$ cat src/pkg/trunk_event_cfg.svh
`ifndef TRUNK_EVENT_CFG_SVH
`define TRUNK_EVENT_CFG_SVH

// ----------------------------------------------------------------
// Register pages
// ----------------------------------------------------------------
`define PAGE_MASTER 4'h1
`define PAGE_STATUS 4'h4
`define PAGE_HDLC0 4'hb
`define PAGE_HDLC1 4'hc
`define PAGE_HDLC2 4'hd

// ----------------------------------------------------------------
// Register offsets
// ----------------------------------------------------------------
`define OFS_HDLC_MASK 5'h16
`define OFS_HDLC_STATUS 5'h17
`define OFS_RESET_CTRL 5'h1a
`define OFS_WORD_ZERO 5'h1b
`define OFS_WORD_ONE 5'h1c
`define OFS_WORD_TWO 5'h1d
`define OFS_WORD_THREE 5'h1e

// ----------------------------------------------------------------
// Reset control word fields
// ----------------------------------------------------------------
`define BIT_SOFT_RESET 7
`define BIT_SUSPEND 6
`define BIT_ACK_TOGGLE 5

// ----------------------------------------------------------------
// Word layout and reset values
// ----------------------------------------------------------------
`define BIT_HDLC0_SUMMARY 7
`define BIT_HDLC2_SUMMARY 5
`define WORD_ONE_USED 8'hfe
`define WORD_ALL_USED 8'hff
`define MASK_RESET 8'h00
`define CTRL_RESET 8'h00
`define STATUS_RESET 8'h00
`define RDATA_UNMAPPED 8'h00

`endif

$ cat src/pkg/trunk_event_pkg.sv
package trunk_event_pkg;

  typedef logic [7:0] byte_type;

  typedef struct packed {
    logic rd;
    logic wr;
    logic [3:0] page;
    logic [4:0] addr;
    byte_type wdata;
  } host_req_type;

  typedef struct packed {
    byte_type [3:0] word_mask;
    byte_type [2:0] hdlc_mask;
    byte_type ctrl;
    byte_type rdata;
  } unit_state_type;

  typedef struct packed {
    byte_type status;
  } sticky_state_type;

endpackage : trunk_event_pkg

$ cat src/hdl/sticky_event_word.sv
`timescale 1ns/10ps
`include "trunk_event_cfg.svh"

module sticky_event_word
  import trunk_event_pkg::*;
(
  // Clock and reset
  input wire logic clk,
  input wire logic reset_n,
  // Event side
  input wire byte_type events,
  input wire byte_type enable,
  // Clears
  input wire logic read_clear,
  input wire logic global_clear,
  // Latched flags
  output byte_type status
);

  sticky_state_type state_reg;
  sticky_state_type state_next;

  // ----------------------------------------------------------------
  // Latch
  // ----------------------------------------------------------------
  // A new event in the clearing cycle survives the clear.
  always_comb begin
    state_next = state_reg;
    if (read_clear || global_clear) begin
      state_next.status = `STATUS_RESET;
    end
    state_next.status = state_next.status | (events & enable);
  end

  always_ff @(posedge clk) begin
    if (!reset_n) begin
      state_reg.status <= `STATUS_RESET;
    end else begin
      state_reg <= state_next;
    end
  end

  assign status = state_reg.status;
endmodule : sticky_event_word

$ cat src/hdl/trunk_event_interrupt_unit.sv
`timescale 1ns/10ps
`include "trunk_event_cfg.svh"

module trunk_event_interrupt_unit
  import trunk_event_pkg::*;
(
  // Clock and reset
  input wire logic clk,
  input wire logic reset_n,
  // Microprocessor port
  input wire host_req_type host_req,
  output byte_type host_rdata,
  // Framer and HDLC event pulses
  input wire byte_type [3:0] frame_events,
  input wire byte_type [2:0] hdlc_events,
  // Global clear pin
  input wire logic tx_all_ones_pin,
  // Open-drain interrupt request
  input wire logic irq_n_in,
  output logic irq_n_out,
  output logic irq_n_oe
);

  unit_state_type state_reg;
  unit_state_type state_next;

  byte_type [3:0] word_status;
  byte_type [3:0] word_events;
  byte_type [3:0] word_enable;
  byte_type [2:0] hdlc_status;
  logic [3:0] word_read;
  logic [2:0] hdlc_read;
  logic [2:0] hdlc_pending;
  logic ctrl_write;
  logic ack_toggle;
  logic soft_reset;
  logic global_clear;
  logic any_pending;
  logic suspend;

  // ----------------------------------------------------------------
  // Address decode
  // ----------------------------------------------------------------
  function automatic logic hits(input host_req_type req, input logic [3:0] page,
                                input logic [4:0] addr);
    hits = (req.page == page) && (req.addr == addr);
  endfunction : hits

  function automatic logic [3:0] hdlc_page(input int unsigned chan);
    case (chan)
      0: hdlc_page = `PAGE_HDLC0;
      1: hdlc_page = `PAGE_HDLC1;
      default: hdlc_page = `PAGE_HDLC2;
    endcase
  endfunction : hdlc_page

  function automatic logic [4:0] word_offset(input int unsigned idx);
    word_offset = `OFS_WORD_ZERO + 5'(idx);
  endfunction : word_offset

  assign ctrl_write = host_req.wr && hits(host_req, `PAGE_MASTER, `OFS_RESET_CTRL);
  assign ack_toggle = ctrl_write &&
    (host_req.wdata[`BIT_ACK_TOGGLE] != state_reg.ctrl[`BIT_ACK_TOGGLE]);
  assign soft_reset = ctrl_write && host_req.wdata[`BIT_SOFT_RESET];
  assign global_clear = ack_toggle || !tx_all_ones_pin || soft_reset;
  assign suspend = state_reg.ctrl[`BIT_SUSPEND];

  // ----------------------------------------------------------------
  // Clear-on-read strobes
  // ----------------------------------------------------------------
  always_comb begin
    for (int i = 0; i < 4; i++) begin
      word_read[i] = host_req.rd && hits(host_req, `PAGE_STATUS, word_offset(i));
    end
    for (int c = 0; c < 3; c++) begin
      hdlc_read[c] = host_req.rd && hits(host_req, hdlc_page(c), `OFS_HDLC_STATUS);
    end
  end

  // ----------------------------------------------------------------
  // Event routing
  // ----------------------------------------------------------------
  // Word three carries the HDLC summaries in its top three bits; a
  // summary is held back in a global clear so it cannot refill the word
  // from the HDLC flags that are being cleared in the same cycle.
  always_comb begin
    for (int c = 0; c < 3; c++) begin
      hdlc_pending[c] = |(hdlc_status[c] & state_reg.hdlc_mask[c]);
    end
    word_events = frame_events;
    for (int c = 0; c < 3; c++) begin
      word_events[3][`BIT_HDLC0_SUMMARY - c] = hdlc_pending[c] && !global_clear;
    end
    for (int i = 0; i < 4; i++) begin
      word_enable[i] = state_reg.word_mask[i];
    end
    word_enable[1] = state_reg.word_mask[1] & `WORD_ONE_USED;
  end

  // ----------------------------------------------------------------
  // Status words and HDLC status registers
  // ----------------------------------------------------------------
  for (genvar i = 0; i < 4; i++) begin : g_word
    sticky_event_word u_word (
      .clk(clk),
      .reset_n(reset_n),
      .events(word_events[i]),
      .enable(word_enable[i]),
      .read_clear(word_read[i]),
      .global_clear(global_clear),
      .status(word_status[i])
    );
  end

  // HDLC flags always latch; the HDLC mask only gates the summary.
  for (genvar c = 0; c < 3; c++) begin : g_hdlc
    sticky_event_word u_hdlc (
      .clk(clk),
      .reset_n(reset_n),
      .events(hdlc_events[c]),
      .enable(`WORD_ALL_USED),
      .read_clear(hdlc_read[c]),
      .global_clear(global_clear),
      .status(hdlc_status[c])
    );
  end

  // ----------------------------------------------------------------
  // Register file
  // ----------------------------------------------------------------
  always_comb begin
    state_next = state_reg;
    if (host_req.wr) begin
      for (int i = 0; i < 4; i++) begin
        if (hits(host_req, `PAGE_MASTER, word_offset(i))) begin
          state_next.word_mask[i] = host_req.wdata;
        end
      end
      for (int c = 0; c < 3; c++) begin
        if (hits(host_req, hdlc_page(c), `OFS_HDLC_MASK)) begin
          state_next.hdlc_mask[c] = host_req.wdata;
        end
      end
      if (ctrl_write) begin
        state_next.ctrl = host_req.wdata;
        state_next.ctrl[`BIT_SOFT_RESET] = 1'b0;
      end
    end
    if (soft_reset) begin
      state_next.word_mask = {4{`MASK_RESET}};
      state_next.hdlc_mask = {3{`MASK_RESET}};
      state_next.ctrl = `CTRL_RESET;
    end
    if (host_req.rd) begin
      state_next.rdata = `RDATA_UNMAPPED;
      for (int i = 0; i < 4; i++) begin
        if (hits(host_req, `PAGE_MASTER, word_offset(i))) begin
          state_next.rdata = state_reg.word_mask[i];
        end
        if (word_read[i]) begin
          state_next.rdata = word_status[i];
        end
      end
      for (int c = 0; c < 3; c++) begin
        if (hits(host_req, hdlc_page(c), `OFS_HDLC_MASK)) begin
          state_next.rdata = state_reg.hdlc_mask[c];
        end
        if (hdlc_read[c]) begin
          state_next.rdata = hdlc_status[c];
        end
      end
      if (hits(host_req, `PAGE_MASTER, `OFS_RESET_CTRL)) begin
        state_next.rdata = state_reg.ctrl;
      end
    end
  end

  always_ff @(posedge clk) begin
    if (!reset_n) begin
      state_reg.word_mask <= {4{`MASK_RESET}};
      state_reg.hdlc_mask <= {3{`MASK_RESET}};
      state_reg.ctrl <= `CTRL_RESET;
      state_reg.rdata <= `RDATA_UNMAPPED;
    end else begin
      state_reg <= state_next;
    end
  end

  assign host_rdata = state_reg.rdata;

  // ----------------------------------------------------------------
  // Interrupt request pin
  // ----------------------------------------------------------------
  // The pin only ever pulls low; the pull-up sets the idle level.
  assign any_pending = |{word_status[0], word_status[1], word_status[2],
                         word_status[3]};
  assign irq_n_out = 1'b0;
  assign irq_n_oe = any_pending && !suspend;

  logic no_events;
  assign no_events = (frame_events == 32'h0000_0000) && (hdlc_events == 24'h00_0000);
endmodule : trunk_event_interrupt_unit

$ cat config.mk
export PLATFORM = sky130hd
export DESIGN_NAME = trunk_event_interrupt_unit
export DESIGN_NICKNAME = d
export VERILOG_FILES = /design/src/pkg/trunk_event_pkg.sv /design/src/hdl/sticky_event_word.sv /design/src/hdl/trunk_event_interrupt_unit.sv
export VERILOG_INCLUDE_DIRS = /design/src /design/src/pkg
export SDC_FILE = /design/constraint.sdc
export NUM_CORES = 1
export LEC_CHECK = 0
export BUFFER_PORTS_ARGS = -buffer_cell sky130_fd_sc_hd__buf_2
export CORE_MARGIN = 2
export CORE_UTILIZATION = 35
export DETAILED_ROUTE_END_ITERATION = 7
export HOLD_SLACK_MARGIN = 0.05
export PLACE_DENSITY_LB_ADDON = 0.25
export SKIP_LAST_GASP = 1
export SYNTH_ARGS = -nofsm -noshare
export SYNTH_HDL_FRONTEND = slang
export SYNTH_HIERARCHICAL = 1
export SYNTH_SLANG_ARGS = --single-unit
export TNS_END_PERCENT = 5
$ cat constraint.sdc
create_clock -name clk -period 4.7 [get_ports clk]
set_clock_uncertainty 0.1 [all_clocks]
set_input_delay 0.705 -clock clk [delete_from_list [all_inputs] [get_ports clk]]
set_output_delay 0.705 -clock clk [all_outputs]
set_load 0.05 [all_outputs]
==> reports/qor.yml, run 1 <==
synth:
  syn_avg_cell_area_um2: 7.96
  synth_top_family_by_area: "simple AND/OR/NAND/NOR gates"
  synth_seq_cells: 127
  synth.distinct_cells: 57
  yosys.area_share.xor_xnor: 0.00130
  yosys_warnings: 6
  synth_cells: 849
  netlist_area_um2: 6760
  synth_compound_area_frac: 0.241
  synthArstFlopShare: 0
  synth.area.mux_share: 0.0489
  synth-adder-area-share: 0
  synth-main-ff-cell: "dfxtp_1"
  synth_enable_flop_cells: 0
  seq_area_frac_synth: 0.376
  yosys.area_share.simple: 0.260
place:
  place.gp.congestion: 0.961
  dp_slack_ps: 1020
  portBuffers: 83
  place_hpwl_um: 17100
pwr:
  power_mw: 2.76
  power_density_nw_per_um2: 351
  vdd_drop_max_mv: 0.200
  p_leak_nw: 2.95
critical_path:
  cp-start-kind: "primary input"
  critPathCaptureType: "flip-flop"
  cp.arrival_ps: 3510
  worstPathRequired_ps: 4900
  path_max_fanout: 24
  path_class: "primary input to flip-flop"
sta:
  rsz0062_at_grt: "false"
  drv_slew: 0
  slew-limit-headroom: 0.285
  fmax_mhz: 302
  hold_viol_final: 0
  whs_ps: 372
  tns_ps: 0
  tightest_slew_ps: 1070
  min_period_ps: 3310
  finalSetupViolCount: 0
  fin_ws_ps: 1390
  finalCritPeriodShare: 0.705
clock_network:
  ctsRootBufferMaster: "clkbuf_16"
  clkTransAtPathRegs_ps: 60
  clock_path_buffers: 2
  clock_sinks: 127
  clk_latency_ps: 430
  htreeDepth: 4
  cts_buffers: 17
  cts_setup_buffers: 0
  cts_tree: "yes"
  postCtsResizedCells: 0
  cts_hold_buf: 0
routing:
  ant_nets: 0
  dr.pass1.iters: 6
  detail_route.wl_per_cell_um: 20.0
  route.detailed.drc: 0
  route.detailed.vias_per_inst: 5.59
  drtIter0Drc: 697
  num_vias: 6602
  wl_um: 23600
floorplan:
  rows: 50
  start_util: 0.359
  io_pins: 89
  coreArea_um2: 18800
  dieArea_um2: 20400
  fp.dieH_um: 143
  die_x_um: 143
final_layout:
  largest_register_ffs: 63
  fillers: 1981
  seqCellArea_um2: 2540
  utilization: 0.417
  multi_input_area_um2: 3830
  syn_to_final_growth_pct: 16.2
  nets: 985
  drive_above_1_share: 0.202
global_routing:
  grt_overflow: 0
  antenna_found_initial: 1
  grt_pass1_wl_um: 35900
  grt_max_degree: 74
  grt_pass1_vias: 6068
  grt.total_usage: 0.236
flow_run:
  cap_violations: 0
outcome:
  status: "completed"
worst_hold_path:
  min_path_type: "flip-flop to flip-flop"
report_power, final:
group	internal [mW]	switching, mW
clock	0.942	0.509
sequential	1.09	0.0155
combinational	0.0584	0.145
cells in the mapped netlist (8+ instances only):
cell type / n / area, um^2
clkbuf_1: 34 / 128
o22ai_1: 15 / 93.8
buf_4: 30 / 225
a22oi_1: 16 / 120
nor4_1: 14 / 87.6
nor2_1: 51 / 191
nand2_1: 158 / 593
dfxtp_1: 127 / 2540
o21ai_0: 20 / 100
mux2i_1: 33 / 330
nand3_1: 82 / 410
nor3_1: 18 / 90.1
o21ai_2: 57 / 499
or2_1: 8 / 50.1
a21oi_1: 60 / 300
stage by stage:
step | area (um^2) | instances
after CTS | 7860 | 1179
after global placement | 7210 | 1147
after detailed placement | 7210 | 1147
after global routing | 7860 | 1179
after floorplan | 6850 | 873
final | 7860 | 1180
layout make-up:
class | count | share of cell area
repair buffers | 91 | 0.0624
multi-input cells | 664 | 0.488
inverters | 5 | 0.00239
flip-flops and latches | 127 | 0.324
clock buffers | 19 | 0.0551
diodes | 1 | 0.000318
well taps | 260 | 0.0414
clock inverters | 13 | 0.0269
final timing paths:
kind	end	cells after the start	slack (ps)	start
setup / recovery	g_hdlc[1].u_hdlc/status[4]$_SDFF_PN0_	8	1390	host_req[13]
hold / removal	state_reg[9]$_SDFFE_PP0P_	2	370	state_reg[9]$_SDFFE_PP0P_
setup reg to reg	g_hdlc[1].u_hdlc/status[4]$_SDFF_PN0_	6	2740	state_reg[13]$_SDFFE_PP0P_
hold reg to reg	state_reg[9]$_SDFFE_PP0P_	2	370	state_reg[9]$_SDFFE_PP0P_
placed cells by master (no fill, tap or decap), types with 8 or more instances in the layout:
| master | count |
|---|---|
| nor3_1 | 17 |
| buf_4 | 8 |
| mux2i_1 | 33 |
| o22ai_1 | 15 |
| clkbuf_16 | 17 |
| nand3_1 | 82 |
| nor2_1 | 51 |
| a22oi_1 | 16 |
| conb_1 | 26 |
| or2_1 | 8 |
| o21ai_0 | 20 |
| dfxtp_1 | 127 |
| a21oi_1 | 60 |
| buf_2 | 82 |
| nand2_1 | 158 |
| o21ai_2 | 57 |
| nor4_1 | 14 |
kinds of logic after synthesis:
group | after synthesis
simple gates | 376
compound gates | 228
flops | 127
buf+inv | 82
mux | 33
other cells | 2
xor+xnor | 1
layer usage:
metal / wire length (um) / GRT usage
met2: 9830 / 0.340
met4: 514 / 0.0782
met3: 2260 / 0.0469
met5: 0 / 0
met1: 11000 / 0.349
worst max-delay path, cell delays in order:
cell,delay [ps]
buf_2,330
or4b_1,490
or3_1,480
or2_1,380
o21ai_2,360
buf_4,240
or2_1,400
o21ai_2,110
Power figures use the tool's default switching activity.
==> run 2, diff against run 1 <==
==> constraint.sdc (replaced) <==
create_clock -name clk -period 3.1 [get_ports clk]
set_clock_uncertainty 0.1 [all_clocks]
set_input_delay 0.465 -clock clk [delete_from_list [all_inputs] [get_ports clk]]
set_output_delay 0.465 -clock clk [all_outputs]
set_load 0.05 [all_outputs]
==> reports/qor.yml, run 2 (same netlist as run 1, synthesis figures left out) <==
global_routing:
  grt_max_degree: 71
  use_met3: 0.0614
  grt_pass1_vias: 6097
  met2_usage: 0.343
  grt.total_usage: 0.238
  antenna_found_initial: 1
  grt_use_met1: 0.341
  grt_overflow: 0
  global_route.peak_usage_layer: "met2"
  grt_pass1_wl_um: 36100
floorplan:
  fp.dieH_um: 143
  dieArea_um2: 20400
  rows: 50
  coreArea_um2: 18800
  die_x_um: 143
  start_util: 0.359
  io_pins: 89
critical_path:
  cp.arrival_ps: 2680
  path_max_fanout: 11
  path_class: "primary input to flip-flop"
  r2r_cells: 6
  critPathCaptureType: "flip-flop"
  worstReg2RegStart: "state_reg[13]$_SDFFE_PP0P_"
  worstPathRequired_ps: 3300
  cp-start-kind: "primary input"
  r2r_setup_slack_ps: 1320
  startpoint: "host_req[15]"
  reg2reg_to: "g_word[3].u_word/status[3]$_SDFF_PN0_"
sta:
  slew-limit-headroom: 0.483
  min_period_ps: 2480
  tightest_slew_ps: 768
  rsz0062_at_grt: "false"
  tns_ps: 0
  drv_slew: 0
  finalSetupViolCount: 0
  finalCritPeriodShare: 0.799
  fin_ws_ps: 624
  fmax_mhz: 404
  hold_viol_final: 0
final_layout:
  largest_register_ffs: 63
  final_cell_mix: "nand2_1, dfxtp_1, nand3_1, buf_2, a21oi_1"
  final_common_cell: "nand2_1"
  fillers: 1984
  nets: 1004
  drive_above_1_share: 0.220
  syn_to_final_growth_pct: 17.2
clock_network:
  cts_setup_buffers: 0
  clkTransAtPathRegs_ps: 60
  ctsRootBufferMaster: "clkbuf_16"
  htreeDepth: 4
  clock_path_buffers: 2
  clock_sinks: 127
  cts_buffers: 17
  cts_tree: "yes"
  cts_hold_buf: 0
  clk_latency_ps: 430
  postCtsResizedCells: 0
pwr:
  power_density_nw_per_um2: 497
  vdd_drop_max_mv: 0.292
  p_leak_nw: 3.01
worst_hold_path:
  hold_path_startpoint: "hdlc_events[7]"
  min_path_type: "primary input to flip-flop"
  min_to: "g_hdlc[0].u_hdlc/status[7]$_SDFF_PN0_"
  whs_path_depth: 3
routing:
  route.detailed.vias_per_inst: 5.51
  detail_route.wl_per_cell_um: 19.9
  drtIter0Drc: 796
  ant_nets: 0
  num_vias: 6606
  route.detailed.drc: 0
  wl_um: 23900
  dr.pass1.iters: 6
place:
  place.gp.congestion: 0.933
  dp_slack_ps: 203
  portBuffers: 83
  place_hpwl_um: 17100
outcome:
  status: "completed"
flow_run:
  cap_violations: 0
-- run 2: final cells by class --
cell class,instances,area [um^2],share of cell area
inverters,5,18.8,0.00237
clock buffers,19,443,0.0559
clock inverters,13,128,0.0161
well taps,260,325,0.0410
repair buffers,110,633,0.0799
multi-input cells,664,3830,0.484
flip-flops and latches,127,2540,0.321
diodes,1,2.50,0.000316
-- run 2: how the worst max path moves through the flow --
| stage | to | cells after the start |
|---|---|---|
| detailed placement | g_word[1].u_word/status[3]$_SDFF_PN0_ | 8 |
| CTS | g_word[3].u_word/status[3]$_SDFF_PN0_ | 8 |
| global placement | g_word[1].u_word/status[7]$_SDFF_PN0_ | 8 |
| floorplan | g_word[3].u_word/status[5]$_SDFF_PN0_ | 9 |
| global route | g_word[2].u_word/status[4]$_SDFF_PN0_ | 8 |
| finish | g_word[3].u_word/status[3]$_SDFF_PN0_ | 8 |
-- run 2: metal layers --
metal | wire (um) | up-vias | share of wire
li1 | - | 3214 | -
met1 | 10900 | 3011 | 0.46
met2 | 9910 | 326 | 0.42
met3 | 2310 | 55 | 0.097
met4 | 710 | 0 | 0.030
met5 | 0 | - | 0
-- run 2: through the flow --
step | power [mW] | util | cell area, um^2 | hold WS (ps) | cells
final | 3.94 | 0.421 | 7930 | 170 | 1199
after global routing | 4.07 | 0.421 | 7920 | 173 | 1198
after detailed placement | 2.03 | 0.390 | 7350 | 369 | 1166
after floorplan | 1.92 | - | 6850 | 332 | 873
after global placement | 2.02 | 0.390 | 7350 | 359 | 1166
after CTS | 3.96 | 0.421 | 7920 | 167 | 1198
-- run 2: worst max-delay path: stages --
cell and delay, ps:
buf_2 160, or4b_1 540, or3_1 350, or2_1 250, o21ai_2 120, buf_4 240, or2_1 440, o21ai_2 110
-- run 2: power breakdown --
part           internal [mW]  switching [mW]
registers               1.65          0.0238
clock network           1.14           0.809
logic                 0.0944           0.222
total                   2.89            1.06
==> run 3, diff against run 2 <==
==> constraint.sdc (replaced) <==
create_clock -name clk -period 2.4 [get_ports clk]
set_clock_uncertainty 0.1 [all_clocks]
set_input_delay 0.36 -clock clk [delete_from_list [all_inputs] [get_ports clk]]
set_output_delay 0.36 -clock clk [all_outputs]
set_load 0.05 [all_outputs]
==> reports/qor.yml, run 3 (same netlist as run 1, synthesis figures left out) <==
outcome:
  status: "completed"
pwr:
  vdd_drop_max_mv: 0.407
  power_density_nw_per_um2: 627
  p_leak_nw: 3.35
clock_network:
  clk_latency_ps: 430
  htreeDepth: 4
  postCtsResizedCells: 0
  clock_sinks: 127
  cts_buffers: 17
  cts_setup_buffers: 0
  ctsRootBufferMaster: "clkbuf_16"
  cts_hold_buf: 0
  clkTransAtPathRegs_ps: 60
  clock_path_buffers: 2
  cts_tree: "yes"
critical_path:
  startpoint: "g_word[3].u_word/status[2]$_SDFF_PN0_"
  cp-start-kind: "flip-flop"
  worstReg2RegStart: "state_reg[27]$_SDFFE_PP0P_"
  critPathCaptureType: "output pin"
  cp.arrival_ps: 1900
  path_max_fanout: 3
  r2r_cells: 6
  worstPathRequired_ps: 1940
  path_class: "flip-flop to output pin"
  r2r_setup_slack_ps: 710
  reg2reg_to: "host_rdata[3]$_SDFFE_PN0P_"
floorplan:
  coreArea_um2: 18800
  dieArea_um2: 20400
  start_util: 0.359
  io_pins: 89
  fp.dieH_um: 143
  rows: 50
  die_x_um: 143
sta:
  finalCritPeriodShare: 0.982
  drv_slew: 0
  fmax_mhz: 424
  finalSetupViolCount: 0
  min_period_ps: 2360
  slew-limit-headroom: 0.642
  rsz0062_at_grt: "false"
  tightest_slew_ps: 524
  hold_viol_final: 0
final_layout:
  utilization: 0.453
  drive_above_1_share: 0.264
  fillers: 1892
  final_cell_mix: "nand2_1, dfxtp_1, nand3_1, buf_2, buf_4"
  antennaDiodeCount: 0
  largest_register_ffs: 63
  nets: 1059
  final_common_cell: "nand2_1"
  syn_to_final_growth_pct: 26.2
  final_cells: 1253
global_routing:
  antenna_found_initial: 0
  grt_max_degree: 100
  grt_overflow: 0
  grt.total_usage: 0.247
  grt_pass1_vias: 6517
  grt_pass1_wl_um: 37500
routing:
  route.detailed.drc: 0
  ant_nets: 0
  drtIter0Drc: 687
  detail_route.wl_per_cell_um: 19.7
  num_vias: 6885
  route.detailed.vias_per_inst: 5.49
  dr.pass1.iters: 8
  wl_um: 24600
worst_hold_path:
  min_to: "g_hdlc[2].u_hdlc/status[2]$_SDFF_PN0_"
  whs_path_depth: 3
  hold_path_startpoint: "hdlc_events[18]"
  min_path_type: "primary input to flip-flop"
flow_run:
  cap_violations: 0
place:
  dp_cells: 1221
  portBuffers: 83
  place_hpwl_um: 18400
  place.gp.congestion: 0.970
run 3: worst max path at each step:
stage	depth (start not counted)	endpoint
global placement	9	g_word[0].u_word/status[6]$_SDFF_PN0_
CTS	5	irq_n_oe
floorplan	9	g_word[3].u_word/status[5]$_SDFF_PN0_
global route	5	irq_n_oe
finish	5	irq_n_oe
detailed placement	9	g_word[0].u_word/status[6]$_SDFF_PN0_
run 3: metal layers:
metal,track usage,up-vias,wire [um]
li1,-,3331,-
met1,0.345,3244,11500
met2,0.375,283,10700
met3,0.0654,27,2050
met4,0.0719,0,465
met5,0,-,0
run 3: cell type report:
type	instances	area, um^2	share of cell area
Multi-Input combinational cell	664	3840	0.450
Sequential cell	127	2540	0.298
Timing Repair Buffer	165	1200	0.140
Clock buffer	17	425	0.0499
Tap cell	260	325	0.0381
Clock inverter	15	183	0.0214
Inverter	5	18.8	0.00220
run 3: through the flow:
| stage | cell area, um^2 | power (mW) | worst slack (ps) | hold WS (ps) | TNS, ps |
|---|---|---|---|---|---|
| after floorplan | 6870 | 2.48 | -14.5 | 332 | -743 |
| after global placement | 7920 | 2.69 | -104 | 347 | -4840 |
| after detailed placement | 7920 | 2.69 | -165 | 357 | -7870 |
| after CTS | 8530 | 5.39 | 39.0 | 50.6 | 0 |
| after global routing | 8530 | 5.52 | 44.9 | 54.8 | 0 |
| final | 8530 | 5.35 | 42.5 | 56.8 | 0 |
run 3: critical path, cell delays in order (launching register included):
cell	delay (ps)
dfxtp_1	370
nor4_1	390
nand4_1	140
nor2_1	260
nor2_1	90
buf_2	220
run 3: report_power, final:
part	switching [mW]	total (mW)	internal, mW
clock network	1.05	2.69	1.64
logic	0.304	0.485	0.181
registers	0.0316	2.17	2.14
total	1.39	5.35	3.96
